## config.mk

```make
export PLATFORM = sky130hd
export DESIGN_NAME = sri_top
export DESIGN_NICKNAME = d
export VERILOG_FILES = /design/src/sri_pkg.sv /design/src/sri_reg_if.sv /design/src/sri_sync.sv /design/src/sri_regs.sv /design/src/sri_top.sv
export SDC_FILE = /design/constraint.sdc
export NUM_CORES = 1
export LEC_CHECK = 0
export ABC_AREA = 0
export BUFFER_PORTS_ARGS = -buffer_cell sky130_fd_sc_hd__buf_2
export CORE_MARGIN = 2
export CORE_UTILIZATION = 60
export DETAILED_ROUTE_END_ITERATION = 10
export PLACE_DENSITY = 0.91
export SLEW_MARGIN = 25
export SYNTH_ARGS = -nofsm -noshare
export SYNTH_HDL_FRONTEND = slang
export SYNTH_SLANG_ARGS = --single-unit
```

## constraint.sdc

```tcl
create_clock -name clk_sys -period 6.2 [get_ports clk_sys]
set_input_delay 0.62 -clock clk_sys [delete_from_list [all_inputs] [get_ports clk_sys]]
set_output_delay 0.62 -clock clk_sys [all_outputs]
set_load 0.03 [all_outputs]
```

## src/sri_pkg.sv

```systemverilog
package sri_pkg;

  // frame layout, shifted msb first: chip address, register number, data
  localparam int unsigned FRAME_BITS = 24;   // clocks in a write frame
  localparam int unsigned READ_BITS  = 48;   // clocks in a read frame
  localparam int unsigned CHIP_W     = 3;    // chip address width
  localparam int unsigned REGNUM_W   = 5;    // register number width
  localparam int unsigned DATA_W     = 16;   // register data width
  localparam int unsigned CNT_W      = 6;    // pulse counter, saturates
  localparam int unsigned NUM_REGS   = 7;    // stored control registers

  // field positions inside the 24-bit shift word
  localparam int unsigned CHIP_MSB   = 23;
  localparam int unsigned CHIP_LSB   = 21;
  localparam int unsigned REGN_MSB   = 20;
  localparam int unsigned REGN_LSB   = 16;

  // readback window: pulses 25..40 carry data bit 15..0
  localparam logic [CNT_W-1:0] RD_FIRST = 6'h19;
  localparam logic [CNT_W-1:0] RD_LAST  = 6'h28;
  localparam logic [CNT_W-1:0] CNT_WR   = 6'h18;  // exact write length
  localparam logic [CNT_W-1:0] CNT_MAX  = 6'h3F;

  // host limit on the serial clock, and its period in system cycles
  localparam int unsigned SCLK_MAX_HZ = 10_000_000;
  localparam int unsigned SYS_HZ      = 125_000_000;
  localparam int unsigned SCLK_MIN_CYC = SYS_HZ / SCLK_MAX_HZ;

  // register numbers
  localparam logic [REGNUM_W-1:0] OFF_BLOCK_ENABLES = 5'h01;
  localparam logic [REGNUM_W-1:0] OFF_INPUT_GAIN    = 5'h03;
  localparam logic [REGNUM_W-1:0] OFF_AMP_BIAS      = 5'h04;
  localparam logic [REGNUM_W-1:0] OFF_MIXER_I       = 5'h05;
  localparam logic [REGNUM_W-1:0] OFF_MIXER_Q       = 5'h06;
  localparam logic [REGNUM_W-1:0] OFF_READ_POINTER  = 5'h07;
  localparam logic [REGNUM_W-1:0] OFF_PHASE_I       = 5'h08;
  localparam logic [REGNUM_W-1:0] OFF_PHASE_Q       = 5'h09;

  // reset words
  localparam logic [DATA_W-1:0] RST_BLOCK_ENABLES = 16'hD9FA;
  localparam logic [DATA_W-1:0] RST_INPUT_GAIN    = 16'h0000;
  localparam logic [DATA_W-1:0] RST_AMP_BIAS      = 16'h0FF2;
  localparam logic [DATA_W-1:0] RST_MIXER_I       = 16'h2A00;
  localparam logic [DATA_W-1:0] RST_MIXER_Q       = 16'hF000;
  localparam logic [DATA_W-1:0] RST_PHASE         = 16'hF000;

  // per-slot tables for the register array
  localparam logic [NUM_REGS-1:0][REGNUM_W-1:0] SLOT_OFF = {
    OFF_PHASE_Q, OFF_PHASE_I, OFF_MIXER_Q, OFF_MIXER_I,
    OFF_AMP_BIAS, OFF_INPUT_GAIN, OFF_BLOCK_ENABLES};
  localparam logic [NUM_REGS-1:0][DATA_W-1:0] SLOT_RST = {
    RST_PHASE, RST_PHASE, RST_MIXER_Q, RST_MIXER_I,
    RST_AMP_BIAS, RST_INPUT_GAIN, RST_BLOCK_ENABLES};

  // slot indices
  localparam int unsigned SL_EN  = 0;
  localparam int unsigned SL_GN  = 1;
  localparam int unsigned SL_AB  = 2;
  localparam int unsigned SL_MI  = 3;
  localparam int unsigned SL_MQ  = 4;
  localparam int unsigned SL_PI  = 5;
  localparam int unsigned SL_PQ  = 6;

  // field positions in the stored words
  localparam int unsigned B_LOGIF = 12;
  localparam int unsigned B_D2SE  = 11;
  localparam int unsigned B_CMBUF = 9;
  localparam int unsigned B_LOGD  = 7;
  localparam int unsigned B_SQD   = 6;
  localparam int unsigned B_ENVN  = 5;
  localparam int unsigned B_VGA   = 4;
  localparam int unsigned B_IRM   = 3;
  localparam int unsigned B_IQ    = 2;
  localparam int unsigned B_DGA   = 1;
  localparam int unsigned B_LPF   = 0;
  localparam int unsigned GAIN_MSB = 14;
  localparam int unsigned GAIN_LSB = 9;
  localparam int unsigned CUR_MSB  = 8;
  localparam int unsigned CUR_LSB  = 7;
  localparam int unsigned ENV_MSB  = 6;
  localparam int unsigned ENV_LSB  = 2;
  localparam int unsigned ATT_MSB  = 1;
  localparam int unsigned ATT_LSB  = 0;
  localparam int unsigned B_SIDEB  = 11;
  localparam int unsigned B_OPOL   = 8;
  localparam int unsigned OFS_MSB  = 7;
  localparam int unsigned OFS_LSB  = 0;
  localparam int unsigned PH_MSB   = 8;
  localparam int unsigned PH_LSB   = 0;

  // frame sequencer, gray along idle -> shift -> load; load -> idle flips both bits
  typedef enum logic [1:0] {
    SRI_IDLE  = 2'b00,
    SRI_SHIFT = 2'b01,
    SRI_LOAD  = 2'b11
  } sri_state_e;

endpackage : sri_pkg

```

## src/sri_reg_if.sv

```systemverilog
// write strobe and readback path between the frame engine and the array
interface sri_reg_if;
  logic                                          wr_stb;   // one-cycle pulse
  logic [sri_pkg::REGNUM_W-1:0]                  wr_addr;  // target number
  logic [sri_pkg::DATA_W-1:0]                    wr_data;  // whole new word
  logic [sri_pkg::REGNUM_W-1:0]                  rd_addr;  // read pointer
  logic [sri_pkg::DATA_W-1:0]                    rd_data;  // selected word
  logic [sri_pkg::NUM_REGS-1:0][sri_pkg::DATA_W-1:0] words; // all stored words

  modport engine (output wr_stb, output wr_addr, output wr_data,
                  output rd_addr, input rd_data, input words);
  modport array  (input wr_stb, input wr_addr, input wr_data,
                  input rd_addr, output rd_data, output words);
endinterface : sri_reg_if

```

## src/sri_sync.sv

```systemverilog
// two-stage synchroniser for pins from outside the system clock
module sri_sync #(
  parameter int unsigned W       = 1,
  parameter logic [W-1:0] RST_VAL = '0
) (
  // clock and reset
  input  wire logic         clk_sys,
  input  wire logic         sys_rst,
  // raw pins and their safe copies
  input  wire logic [W-1:0] async_in,
  output logic      [W-1:0] sync_out
);

  genvar gi;
  generate
    for (gi = 0; gi < W; gi++)
    begin : g_bit
      logic meta_ff;  // first stage, read only by the second
      logic safe_ff;  // second stage, free to use

      // one chain per pin; skew between pins is at most one cycle
      always_ff @(posedge clk_sys or posedge sys_rst)
      begin
        if (sys_rst)
        begin
          meta_ff <= RST_VAL[gi];
          safe_ff <= RST_VAL[gi];
        end
        else
        begin
          meta_ff <= async_in[gi];
          safe_ff <= meta_ff;
        end
      end

      assign sync_out[gi] = safe_ff;
    end
  endgenerate

endmodule : sri_sync

```

## src/sri_regs.sv

```systemverilog
// seven 16-bit control words, written whole, read through the pointer
module sri_regs (
  // clock and reset
  input  wire logic clk_sys,
  input  wire logic sys_rst,
  // engine side
  sri_reg_if.array  rif
);

  genvar gi;
  generate
    for (gi = 0; gi < sri_pkg::NUM_REGS; gi++)
    begin : g_slot
      logic [sri_pkg::DATA_W-1:0] word_ff;  // stored word incl. reserved bits

      // a matching strobe replaces every bit at once
      always_ff @(posedge clk_sys or posedge sys_rst)
      begin
        if (sys_rst)
          word_ff <= sri_pkg::SLOT_RST[gi];  // reset word per slot
        else if (rif.wr_stb && rif.wr_addr == sri_pkg::SLOT_OFF[gi])
          word_ff <= rif.wr_data;
      end

      assign rif.words[gi] = word_ff;
    end
  endgenerate

  // readback mux; unmapped numbers and the pointer itself read zero
  always_comb
  begin
    rif.rd_data = '0;
    for (int i = 0; i < sri_pkg::NUM_REGS; i++)
    begin
      if (rif.rd_addr == sri_pkg::SLOT_OFF[i])
        rif.rd_data = rif.words[i];
    end
  end

endmodule : sri_regs

```

## src/sri_top.sv

```systemverilog
module sri_top #(
  // chip address this device answers to; arbitrary default
  parameter logic [sri_pkg::CHIP_W-1:0] CHIP_ADDR = 3'h0
) (
  // system clock and reset
  input  wire logic       clk_sys,
  input  wire logic       sys_rst,
  // serial port pins, asynchronous to clk_sys
  input  wire logic       serial_clk,
  input  wire logic       serial_select_n,
  input  wire logic       serial_data_in,
  output logic            serial_data_out,
  // block enables, one means on, except envelope_detector_off where one means off
  output logic            if_log_detector_on,
  output logic            diff_to_single_on,
  output logic            common_mode_buf_on,
  output logic            log_detector_on,
  output logic            square_detector_on,
  output logic            envelope_detector_off,
  output logic            variable_gain_on,
  output logic            image_mixer_on,
  output logic            iq_lines_on,
  output logic            stepped_gain_on,
  output logic            lowpass_on,
  // factory diagnostic bits, passed out as stored
  output logic            diag_bit10,
  output logic            diag_bit8,
  // gain and bias
  output logic [5:0]      stepped_gain_word,
  output logic [1:0]      amplifier_current,
  output logic [4:0]      envelope_level,
  output logic [1:0]      attenuator_bias,
  // mixer trims
  output logic            sideband_select,
  output logic            i_offset_polarity,
  output logic [7:0]      i_offset_value,
  output logic            q_offset_polarity,
  output logic [7:0]      q_offset_value,
  output logic [8:0]      i_phase_trim,
  output logic [8:0]      q_phase_trim
);

  // register array link
  sri_reg_if rif ();

  // synchronised pins: clock, select, data
  logic [2:0]                        pins_sync;
  logic                              sclk_s;     // synced serial clock
  logic                              sel_n_s;    // synced select
  logic                              sdi_s;      // synced data in
  logic                              sclk_d_ff;  // previous serial clock
  logic                              sel_n_d_ff; // previous select
  logic                              sclk_rise;  // serial clock rising
  logic                              sel_fall;   // frame start
  logic                              sel_rise;   // frame end

  // frame engine state
  sri_pkg::sri_state_e               state_ff;
  sri_pkg::sri_state_e               nxt_state;
  logic [sri_pkg::FRAME_BITS-1:0]    shift_ff;   // last 24 bits taken
  logic [sri_pkg::CNT_W-1:0]         count_ff;   // pulses this frame
  logic [sri_pkg::CNT_W-1:0]         nxt_count;  // count after this pulse
  logic                              wr_stb_ff;  // one-cycle write strobe
  logic [sri_pkg::REGNUM_W-1:0]      wr_addr_ff; // latched register number
  logic [sri_pkg::DATA_W-1:0]        wr_data_ff; // latched data word
  logic [sri_pkg::REGNUM_W-1:0]      ptr_ff;     // read pointer
  logic                              sdo_ff;     // readback pin
  logic                              frame_ok;   // full write, our chip
  logic [3:0]                        rd_bit;     // bit index being sent

  // pins come from the host's domain; all three share one synchroniser.
  // the host limit keeps one serial period at or above a dozen system cycles,
  // so no edge is missed by this sampling
  sri_sync #(
    .W       (3),
    .RST_VAL (3'b010)
  ) u_sync (
    .clk_sys  (clk_sys),
    .sys_rst  (sys_rst),
    .async_in ({serial_clk, serial_select_n, serial_data_in}),
    .sync_out (pins_sync)
  );

  assign sclk_s  = pins_sync[2];
  assign sel_n_s = pins_sync[1];
  assign sdi_s   = pins_sync[0];

  // edge history on the safe copies only
  always_ff @(posedge clk_sys or posedge sys_rst)
  begin
    if (sys_rst)
    begin
      sclk_d_ff  <= 1'b0;
      sel_n_d_ff <= 1'b1;  // idle select is high
    end
    else
    begin
      sclk_d_ff  <= sclk_s;
      sel_n_d_ff <= sel_n_s;
    end
  end

  assign sclk_rise = sclk_s & ~sclk_d_ff & ~sel_n_s;
  assign sel_fall  = ~sel_n_s & sel_n_d_ff;
  assign sel_rise  = sel_n_s & ~sel_n_d_ff;
  assign nxt_count = (count_ff == sri_pkg::CNT_MAX) ? count_ff
                   : count_ff + 6'h01;

  // a write needs exactly 24 pulses and our chip address
  assign frame_ok = (count_ff == sri_pkg::CNT_WR) &&
                    (shift_ff[sri_pkg::CHIP_MSB:sri_pkg::CHIP_LSB] == CHIP_ADDR);

  // frame sequencer
  always_comb
  begin
    nxt_state = state_ff;
    case (state_ff)
      sri_pkg::SRI_IDLE:
      begin
        if (sel_fall)
          nxt_state = sri_pkg::SRI_SHIFT;
      end
      sri_pkg::SRI_SHIFT:
      begin
        if (sel_rise)
          nxt_state = sri_pkg::SRI_LOAD;
      end
      sri_pkg::SRI_LOAD:
        nxt_state = sri_pkg::SRI_IDLE;
      default:
        nxt_state = sri_pkg::SRI_IDLE;
    endcase
  end

  // state register
  always_ff @(posedge clk_sys or posedge sys_rst)
  begin
    if (sys_rst)
      state_ff <= sri_pkg::SRI_IDLE;
    else
      state_ff <= nxt_state;
  end

  // shifter: msb first, so the data lsb lands last
  always_ff @(posedge clk_sys or posedge sys_rst)
  begin
    if (sys_rst)
      shift_ff <= '0;
    else if (sclk_rise && state_ff == sri_pkg::SRI_SHIFT)
      shift_ff <= {shift_ff[sri_pkg::FRAME_BITS-2:0], sdi_s};
  end

  // pulse counter, cleared at frame start, saturating for long frames
  always_ff @(posedge clk_sys or posedge sys_rst)
  begin
    if (sys_rst)
      count_ff <= '0;
    else if (sel_fall)
      count_ff <= '0;
    else if (sclk_rise && state_ff == sri_pkg::SRI_SHIFT)
      count_ff <= nxt_count;
  end

  // write strobe on select rise; a 48-pulse read never stores
  always_ff @(posedge clk_sys or posedge sys_rst)
  begin
    if (sys_rst)
    begin
      wr_stb_ff  <= 1'b0;
      wr_addr_ff <= '0;
      wr_data_ff <= '0;
    end
    else
    begin
      wr_stb_ff <= 1'b0;
      if (state_ff == sri_pkg::SRI_SHIFT && sel_rise && frame_ok)
      begin
        wr_stb_ff  <= 1'b1;
        wr_addr_ff <= shift_ff[sri_pkg::REGN_MSB:sri_pkg::REGN_LSB];
        wr_data_ff <= shift_ff[sri_pkg::DATA_W-1:0];
      end
    end
  end

  // pointer takes the top five data bits; the host zeroes the rest,
  // and any stray lower bits are simply dropped
  always_ff @(posedge clk_sys or posedge sys_rst)
  begin
    if (sys_rst)
      ptr_ff <= '0;
    else if (wr_stb_ff && wr_addr_ff == sri_pkg::OFF_READ_POINTER)
      ptr_ff <= wr_data_ff[sri_pkg::DATA_W-1 -: sri_pkg::REGNUM_W];
  end

  assign rif.wr_stb  = wr_stb_ff;
  assign rif.wr_addr = wr_addr_ff;
  assign rif.wr_data = wr_data_ff;
  assign rif.rd_addr = ptr_ff;

  // pulse n of 25..40 sends bit 40-n, msb first
  assign rd_bit = 4'(sri_pkg::RD_LAST - nxt_count);

  // readback pin updated on serial clock rise, zero outside the window
  always_ff @(posedge clk_sys or posedge sys_rst)
  begin
    if (sys_rst)
      sdo_ff <= 1'b0;
    else if (sel_fall || sel_rise)
      sdo_ff <= 1'b0;  // idle low between frames
    else if (sclk_rise && state_ff == sri_pkg::SRI_SHIFT)
    begin
      if (nxt_count >= sri_pkg::RD_FIRST && nxt_count <= sri_pkg::RD_LAST)
        sdo_ff <= rif.rd_data[rd_bit];
      else
        sdo_ff <= 1'b0;
    end
  end

  assign serial_data_out = sdo_ff;

  // register array
  sri_regs u_regs (
    .clk_sys (clk_sys),
    .sys_rst (sys_rst),
    .rif     (rif)
  );

  // control outputs are slices of the stored flops
  assign if_log_detector_on    = rif.words[sri_pkg::SL_EN][sri_pkg::B_LOGIF];
  assign diff_to_single_on     = rif.words[sri_pkg::SL_EN][sri_pkg::B_D2SE];
  assign common_mode_buf_on    = rif.words[sri_pkg::SL_EN][sri_pkg::B_CMBUF];
  assign log_detector_on       = rif.words[sri_pkg::SL_EN][sri_pkg::B_LOGD];
  assign square_detector_on    = rif.words[sri_pkg::SL_EN][sri_pkg::B_SQD];
  // inverted sense: a stored one turns the detector off
  assign envelope_detector_off = rif.words[sri_pkg::SL_EN][sri_pkg::B_ENVN];
  assign variable_gain_on      = rif.words[sri_pkg::SL_EN][sri_pkg::B_VGA];
  assign image_mixer_on        = rif.words[sri_pkg::SL_EN][sri_pkg::B_IRM];
  assign iq_lines_on           = rif.words[sri_pkg::SL_EN][sri_pkg::B_IQ];
  assign stepped_gain_on       = rif.words[sri_pkg::SL_EN][sri_pkg::B_DGA];
  assign lowpass_on            = rif.words[sri_pkg::SL_EN][sri_pkg::B_LPF];
  // diagnostics kept as written; software owns their values
  assign diag_bit10            = rif.words[sri_pkg::SL_EN][10];
  assign diag_bit8             = rif.words[sri_pkg::SL_EN][8];

  // gain word, zero is minimum
  assign stepped_gain_word =
    rif.words[sri_pkg::SL_GN][sri_pkg::GAIN_MSB:sri_pkg::GAIN_LSB];
  // bias fields
  assign amplifier_current =
    rif.words[sri_pkg::SL_AB][sri_pkg::CUR_MSB:sri_pkg::CUR_LSB];
  assign envelope_level    =
    rif.words[sri_pkg::SL_AB][sri_pkg::ENV_MSB:sri_pkg::ENV_LSB];
  assign attenuator_bias   =
    rif.words[sri_pkg::SL_AB][sri_pkg::ATT_MSB:sri_pkg::ATT_LSB];

  // sideband, one selects lower
  assign sideband_select   = rif.words[sri_pkg::SL_MI][sri_pkg::B_SIDEB];
  // offsets for I and Q
  assign i_offset_polarity = rif.words[sri_pkg::SL_MI][sri_pkg::B_OPOL];
  assign i_offset_value    =
    rif.words[sri_pkg::SL_MI][sri_pkg::OFS_MSB:sri_pkg::OFS_LSB];
  assign q_offset_polarity = rif.words[sri_pkg::SL_MQ][sri_pkg::B_OPOL];
  assign q_offset_value    =
    rif.words[sri_pkg::SL_MQ][sri_pkg::OFS_MSB:sri_pkg::OFS_LSB];
  // phase trims
  assign i_phase_trim      =
    rif.words[sri_pkg::SL_PI][sri_pkg::PH_MSB:sri_pkg::PH_LSB];
  assign q_phase_trim      =
    rif.words[sri_pkg::SL_PQ][sri_pkg::PH_MSB:sri_pkg::PH_LSB];

endmodule : sri_top

```

Word-level counts from Yosys, hierarchy flattened
Index checks and enable logic that the tools add are counted.
Widths: inputs -> output; s select.
{"block": "op_classes", "magnitude_cmp": 3, "n_bitwise": 7, "n_reduce_logical": 19, "add_sub_neg": 2, "muxes": 19, "eq_ne": 20}
{"op": "$mux 16", "count": 7}
{"op": "$eq 5x3->1 const B", "count": 7}
{"op": "$eq 5x4->1 const B", "count": 4}
{"op": "$mux 6", "count": 3}
{"op": "$logic_and 1x1->1", "count": 13}
{"op": "$eq 5x1->1 const B", "count": 2}
{"op": "$eq 5x2->1 const B", "count": 2}
{"op": "$add 6x1->6 const B", "count": 1}
{"op": "$eq 6x5->1 const B", "count": 1}
{"op": "$eq 6x6->1 const B", "count": 1}
{"op": "$ge 6x5->1 const B", "count": 1}
{"op": "$le 6x6->1 const B", "count": 1}
{"op": "$lt 4x5->1 const B", "count": 1}
{"op": "$mux 1", "count": 5}
{"op": "$and 1x1->1", "count": 4}
{"op": "$bmux 1 s4", "count": 1}
{"op": "$mux 2", "count": 2}
{"op": "$ne 2x2->1 const B", "count": 2}
{"op": "$pmux 2 s2", "count": 1}
{"op": "$reduce_bool 2->1", "count": 2}
{"op": "$sub 4x4->4 const A", "count": 1}
{"op": "$logic_not 3->1", "count": 1}
{"op": "$not 1->1", "count": 3}
{"op": "$eq 2x1->1 const B", "count": 1}
{"op": "other kinds (3)", "count": 3}
{"block": "totals", "in_bits": 5, "reg_bits": 180, "output_inout_bits": 66, "elab_cells": 93}

Longest topological paths before layout
{"block": "depth", "word_depth": 13, "depth_mapped": 12, "ltp_nobuf": 12}

Cells and area by module
From an unflattened synthesis, not the netlist that was laid out.
{"block": "unflattened", "hier_cells": 762, "area_unflattened_um2": 8579.5}
{"mod": "sri_regs", "cells_per_inst": 422, "seq_area_each_um2": 2846.5, "n_inst": 1, "area_per_inst_um2": 5485.3}
{"mod": "sri_top", "cells_per_inst": 330, "seq_area_each_um2": 1552.7, "n_inst": 1, "area_per_inst_um2": 2915.3}
{"mod": "sri_sync", "cells_per_inst": 10, "seq_area_each_um2": 152.6, "n_inst": 1, "area_per_inst_um2": 178.9}

Least setup slack after synthesis
OpenSTA, ideal clock, no wires.
{"block": "synth_path", "kind": "register to register", "startpoint": "register count_ff[0] in the netlist's numbering", "endpoint": "register sdo_ff, in the netlist serial_data_out", "arrival_time_ns": 2.604, "path_buffers": 0, "synth_period_minus_slack_ns": 2.696, "setup_slack_ns": 3.504, "t_required_ns": 6.108, "stages_incl_launch_ff": 13, "setup_time_ns": 0.092, "path_cell_list": "dfrtp_1 > ha_1 > and4_1 > a21oi_1 > nor2_1 > inv_1 > ha_1 > nor2b_1 > a221oi_1 > a2bb2oi_1 > a311oi_2 > o31ai_1 > o31ai_2"}
{"block": "synth_between", "elab_chain_len": 8, "elab_cells_between_ends": 12, "classes_between": "add/sub (2); order compare (2); eq/ne (1); mux (6); reduce/logical (1)"}
{"item": "from (decl)", "line_no": "sri_top.sv:61", "rtl": "logic [sri_pkg::CNT_W-1:0] count_ff;"}
{"item": "from (signal assigned)", "line_no": "sri_top.sv:161", "rtl": "count_ff <= nxt_count;"}
{"item": "$add 6x1->6 or $eq 6x6->1 (tied branches)", "line_no": "sri_top.sv:107, sri_top.sv:106"}
{"item": "$mux 6 (*)", "line_no": "sri_top.sv:106", "rtl": "assign nxt_count = (count_ff == sri_pkg::CNT_MAX) ? count_ff"}
{"item": "$sub 4x4->4", "line_no": "sri_top.sv:201", "rtl": "assign rd_bit = 4'(sri_pkg::RD_LAST - nxt_count);"}
{"item": "$bmux 1 s4", "line_no": "sri_top.sv:213", "rtl": "sdo_ff <= rif.rd_data[rd_bit];"}
{"item": "$mux 1 (not written as such)", "line_no": "sri_top.sv:213"}
{"item": "$mux 1 (*)", "line_no": "sri_top.sv:212", "rtl": "if (nxt_count >= sri_pkg::RD_FIRST && nxt_count <= sri_pkg::RD_LAST)"}
{"item": "$mux 1 (*)", "line_no": "sri_top.sv:210", "rtl": "else if (sclk_rise && state_ff == sri_pkg::SRI_SHIFT)"}
{"item": "$mux 1 (*)", "line_no": "sri_top.sv:208", "rtl": "else if (sel_fall || sel_rise)"}
{"item": "to (signal assigned)", "line_no": "sri_top.sv:213"}
{"item": "to (decl)", "line_no": "sri_top.sv:67", "rtl": "logic sdo_ff;"}
Mark *: on every way between the ends. The rest lies on a longest branch, timed or not. The select of a mux whose other input is x is not followed.
A chain may end at the register's enable or synchronous reset.

Worst setup path in the final report
Same ends and word-level chain as after synthesis.

==> results.yml <==
run_status:
  outcome: "finished clean"
synth:
  synth_warnings: 0
  synth_area_leader_cell: "dfrtp_1"
  yosys.area.top_type_share: 0.408
  synth-edff-count: 0
  yosysUniqueCellTypes: 70
  synthCells: 785
  ys_ff_latch: 180
  synth_async_sr_flop_share: 1.00
  ys_seq_area_frac: 0.523
  synth_area_leaders: "dfrtp_1, mux2_2, dfstp_2"
  ys.flop_type: "dfrtp_1"
  synthesis.nets: 795
  synth_area_um2: 8710
  syn_avg_cell_area_um2: 11.1
routing:
  vias: 6186
  post_drt_wl_per_cell_um: 21.9
  ant_nets: 0
  drc: 0
  drtPass1Iterations: 6
  routed_wl_mm: 21.6
  via_per_inst: 6.27
  drtIter0Drc: 684
power:
  ir_drop_v: 0.000205
  leakagePower_nw: 4.61
  pwr-share-clk: 0.427
  pwr-share-seq: 0.512
  power_density_nw_per_um2: 254
  p_sw_uw: 552
  switching_share: 0.232
  power.internal_mw: 1.83
  p_comb_frac: 0.061
cells_and_area:
  final_cells: 986
  fin_area_um2: 9360
  antenna_cells: 0
  n_fill_cell: 1062
  drive_gt1_frac: 0.354
  finish.utilization: 0.651
  synthToLayoutAreaGrowth_pct: 7.46
  nNetsFinal: 799
sta:
  fin_crit_sh: 0.520
  setup_slack_ns: 2.98
  relSlewSlack: 0.307
  fmax_ghz: 0.310
  layout_min_cycle_time_ns: 3.22
  finalSetupViolCount: 0
  finalMaxSlewViolations: 0
  setup-tns-final_ns: 0
  hold_viol: 0
  rsz0062_at_grt: "no"
  worst_pin_slew_ns: 1.04
  fin_worst_skew_ns: 0.0179
floorplanning:
  die_area_um2: 15500
  die_y_um: 124
  floorplan.initialDensity: 0.606
  fp-row-count: 44
  core_region_area_um2: 14400
  chipWidth_um: 124
  pin_count: 71
global_route:
  grt_start_max_net_pins: 117
  grt_pass1_wl_mm: 34.8
  grt_pass1_vias: 6209
  antenna_found_initial: 0
  grt_use_total: 0.287
  grt_overflow: 0
setup_path:
  crit_chain: "ha_1 > and4_1 > a21oi_1 > nor2_1 > inv_1 > ha_1 > nor2b_1 > a221oi_1 > a2bb2oi_1 > a311oi_2 > o31ai_1 > o31ai_2"
  cp.required_ns: 6.54
  path_delay_family: "compound AO/OA/AOI/OAI gates"
  crit_path_top_delay_cell: "dfrtp_1"
  critPathMostFrequentCell: "ha_1"
  cp-end-kind: "register"
  critPathArrivalTime_ns: 3.56
  worstPathMaxFanout: 7
  slowest_delay_ns: 0.43
  cp-start-kind: "register"
  path_buf_inv: 1
  crit_type: "reg2reg"
min_path:
  hold_class: "in2reg"
clock_tree:
  cts_resized: 0
  clk_latency_ns: 0.44
  cts_tree: "built"
  clkSinkCount: 180
  cts_buffers: 17
  clock-root-buffer: "clkbuf_16"
  cts_hold_buffers: 0
  cts-htree-levels: 4
  cts.clk_slew.worst_paths_ns: 0.06
  clockBufferDepth: 2
  cts_setup_buffers: 0
placement:
  pre_cts_ws_ns: 3.04
  gp_congestion: 1.00
  place.port_buffers: 70
  placed_cell_area_um2: 8780
  hpwl_mm: 14.2
  post-place-cells: 953
job:
  drv_cap: 0
metal layers:
metal,track usage,part of all wire,vias up
met3,0.0726,0.075,49
li1,-,-,2730
met4,0.115,0.028,0
met5,0,0,-
met2,0.452,0.48,261
met1,0.384,0.41,3146
path summary, 6_finish.rpt:
path	cells after the start	slack [ns]	to	startpoint
min	1	0.28	u_sync.g_bit[1].meta_ff$_DFF_PP1_	serial_select_n
min in group asynchronous	2	0.34	ptr_ff[2]$_DFFE_PP0P_	sys_rst
max	12	2.98	serial_data_out$_DFFE_PP0P_	count_ff[0]$_DFFE_PP0P_
max in group asynchronous	3	4.56	u_regs.g_slot[6].word_ff[1]$_DFFE_PP0P_	sys_rst
max reg2reg	12	2.98	serial_data_out$_DFFE_PP0P_	count_ff[0]$_DFFE_PP0P_
min reg2reg	0	0.35	u_sync.g_bit[1].safe_ff$_DFF_PP1_	u_sync.g_bit[1].meta_ff$_DFF_PP1_
flip-flops by register name, indices dropped and copies added, names as in the netlist:
signal / count
ptr_ff: 5
sclk_d_ff: 1
serial_data_out: 1
rif.wr_addr: 5
count_ff: 6
u_sync.g_bit.meta_ff: 3
sel_n_d_ff: 1
state_ff: 2
rif.wr_data: 16
u_sync.g_bit.safe_ff: 3
rif.wr_stb: 1
u_regs.g_slot.word_ff: 112
shift_ff: 24
power by group through the flow:
| stage | Combinational, mW | Sequential, mW | Clock (mW) |
|---|---|---|---|
| after floorplan | 0.111 | 1.23 | 0 |
| after global placement | 0.139 | 1.24 | 0 |
| after detailed placement | 0.142 | 1.24 | 0 |
| after CTS | 0.143 | 1.22 | 1.03 |
| after global routing | 0.160 | 1.22 | 1.08 |
| final | 0.144 | 1.22 | 1.02 |
synth_stat cells (6+ instances only):
cell and instances:
buf_4 49, nand3_1 18, nand2b_1 6, o21ai_0 22, a21oi_1 17, dfstp_2 38, nand2_1 161, clkbuf_1 31
inv_1 10, mux2i_1 10, mux2_2 119, a31oi_1 6, buf_2 6, dfrtp_1 142, nor2_1 26, a32oi_1 7
stage by stage:
stage               hold slack, ns  power, mW
floorplan                    0.331       1.34
global placement             0.335       1.38
detailed placement           0.339       1.38
CTS                          0.272       2.39
global route                 0.274       2.46
finish                       0.282       2.38
cell usage in the layout, fill, tap and decap left out, drive strengths merged, types with 7 or more instances in the layout:
master    n
dfrtp   142
o21ai    22
buf      77
nand2   161
nor4b     7
a21oi    17
mux2i    10
nand3    18
clkbuf   26
a32oi     7
inv      11
dfstp    38
mux2    119
nor2     27
cells by family after synthesis:
kind of cell | Yosys count | share of synthesized area
fa+ha+maj | 5 | 0.00718
simple gates | 257 | 0.139
mux | 129 | 0.165
buf+inv | 103 | 0.0697
xor+xnor | 4 | 0.00402
flops | 180 | 0.523
compound gates | 107 | 0.0920
cell type report:
cell class                 instances  area, µm²  share of cell area
sequential                       180       4550               0.486
multi-input combinational        502       3550               0.380
clock buffer                      26        519              0.0555
timing repair buffer              77        410              0.0439
tap                              184        230              0.0246
inverter                          11       48.8             0.00521
clock inverter                     6       42.5             0.00455
No activity file was read; power rests on OpenSTA's default activity.
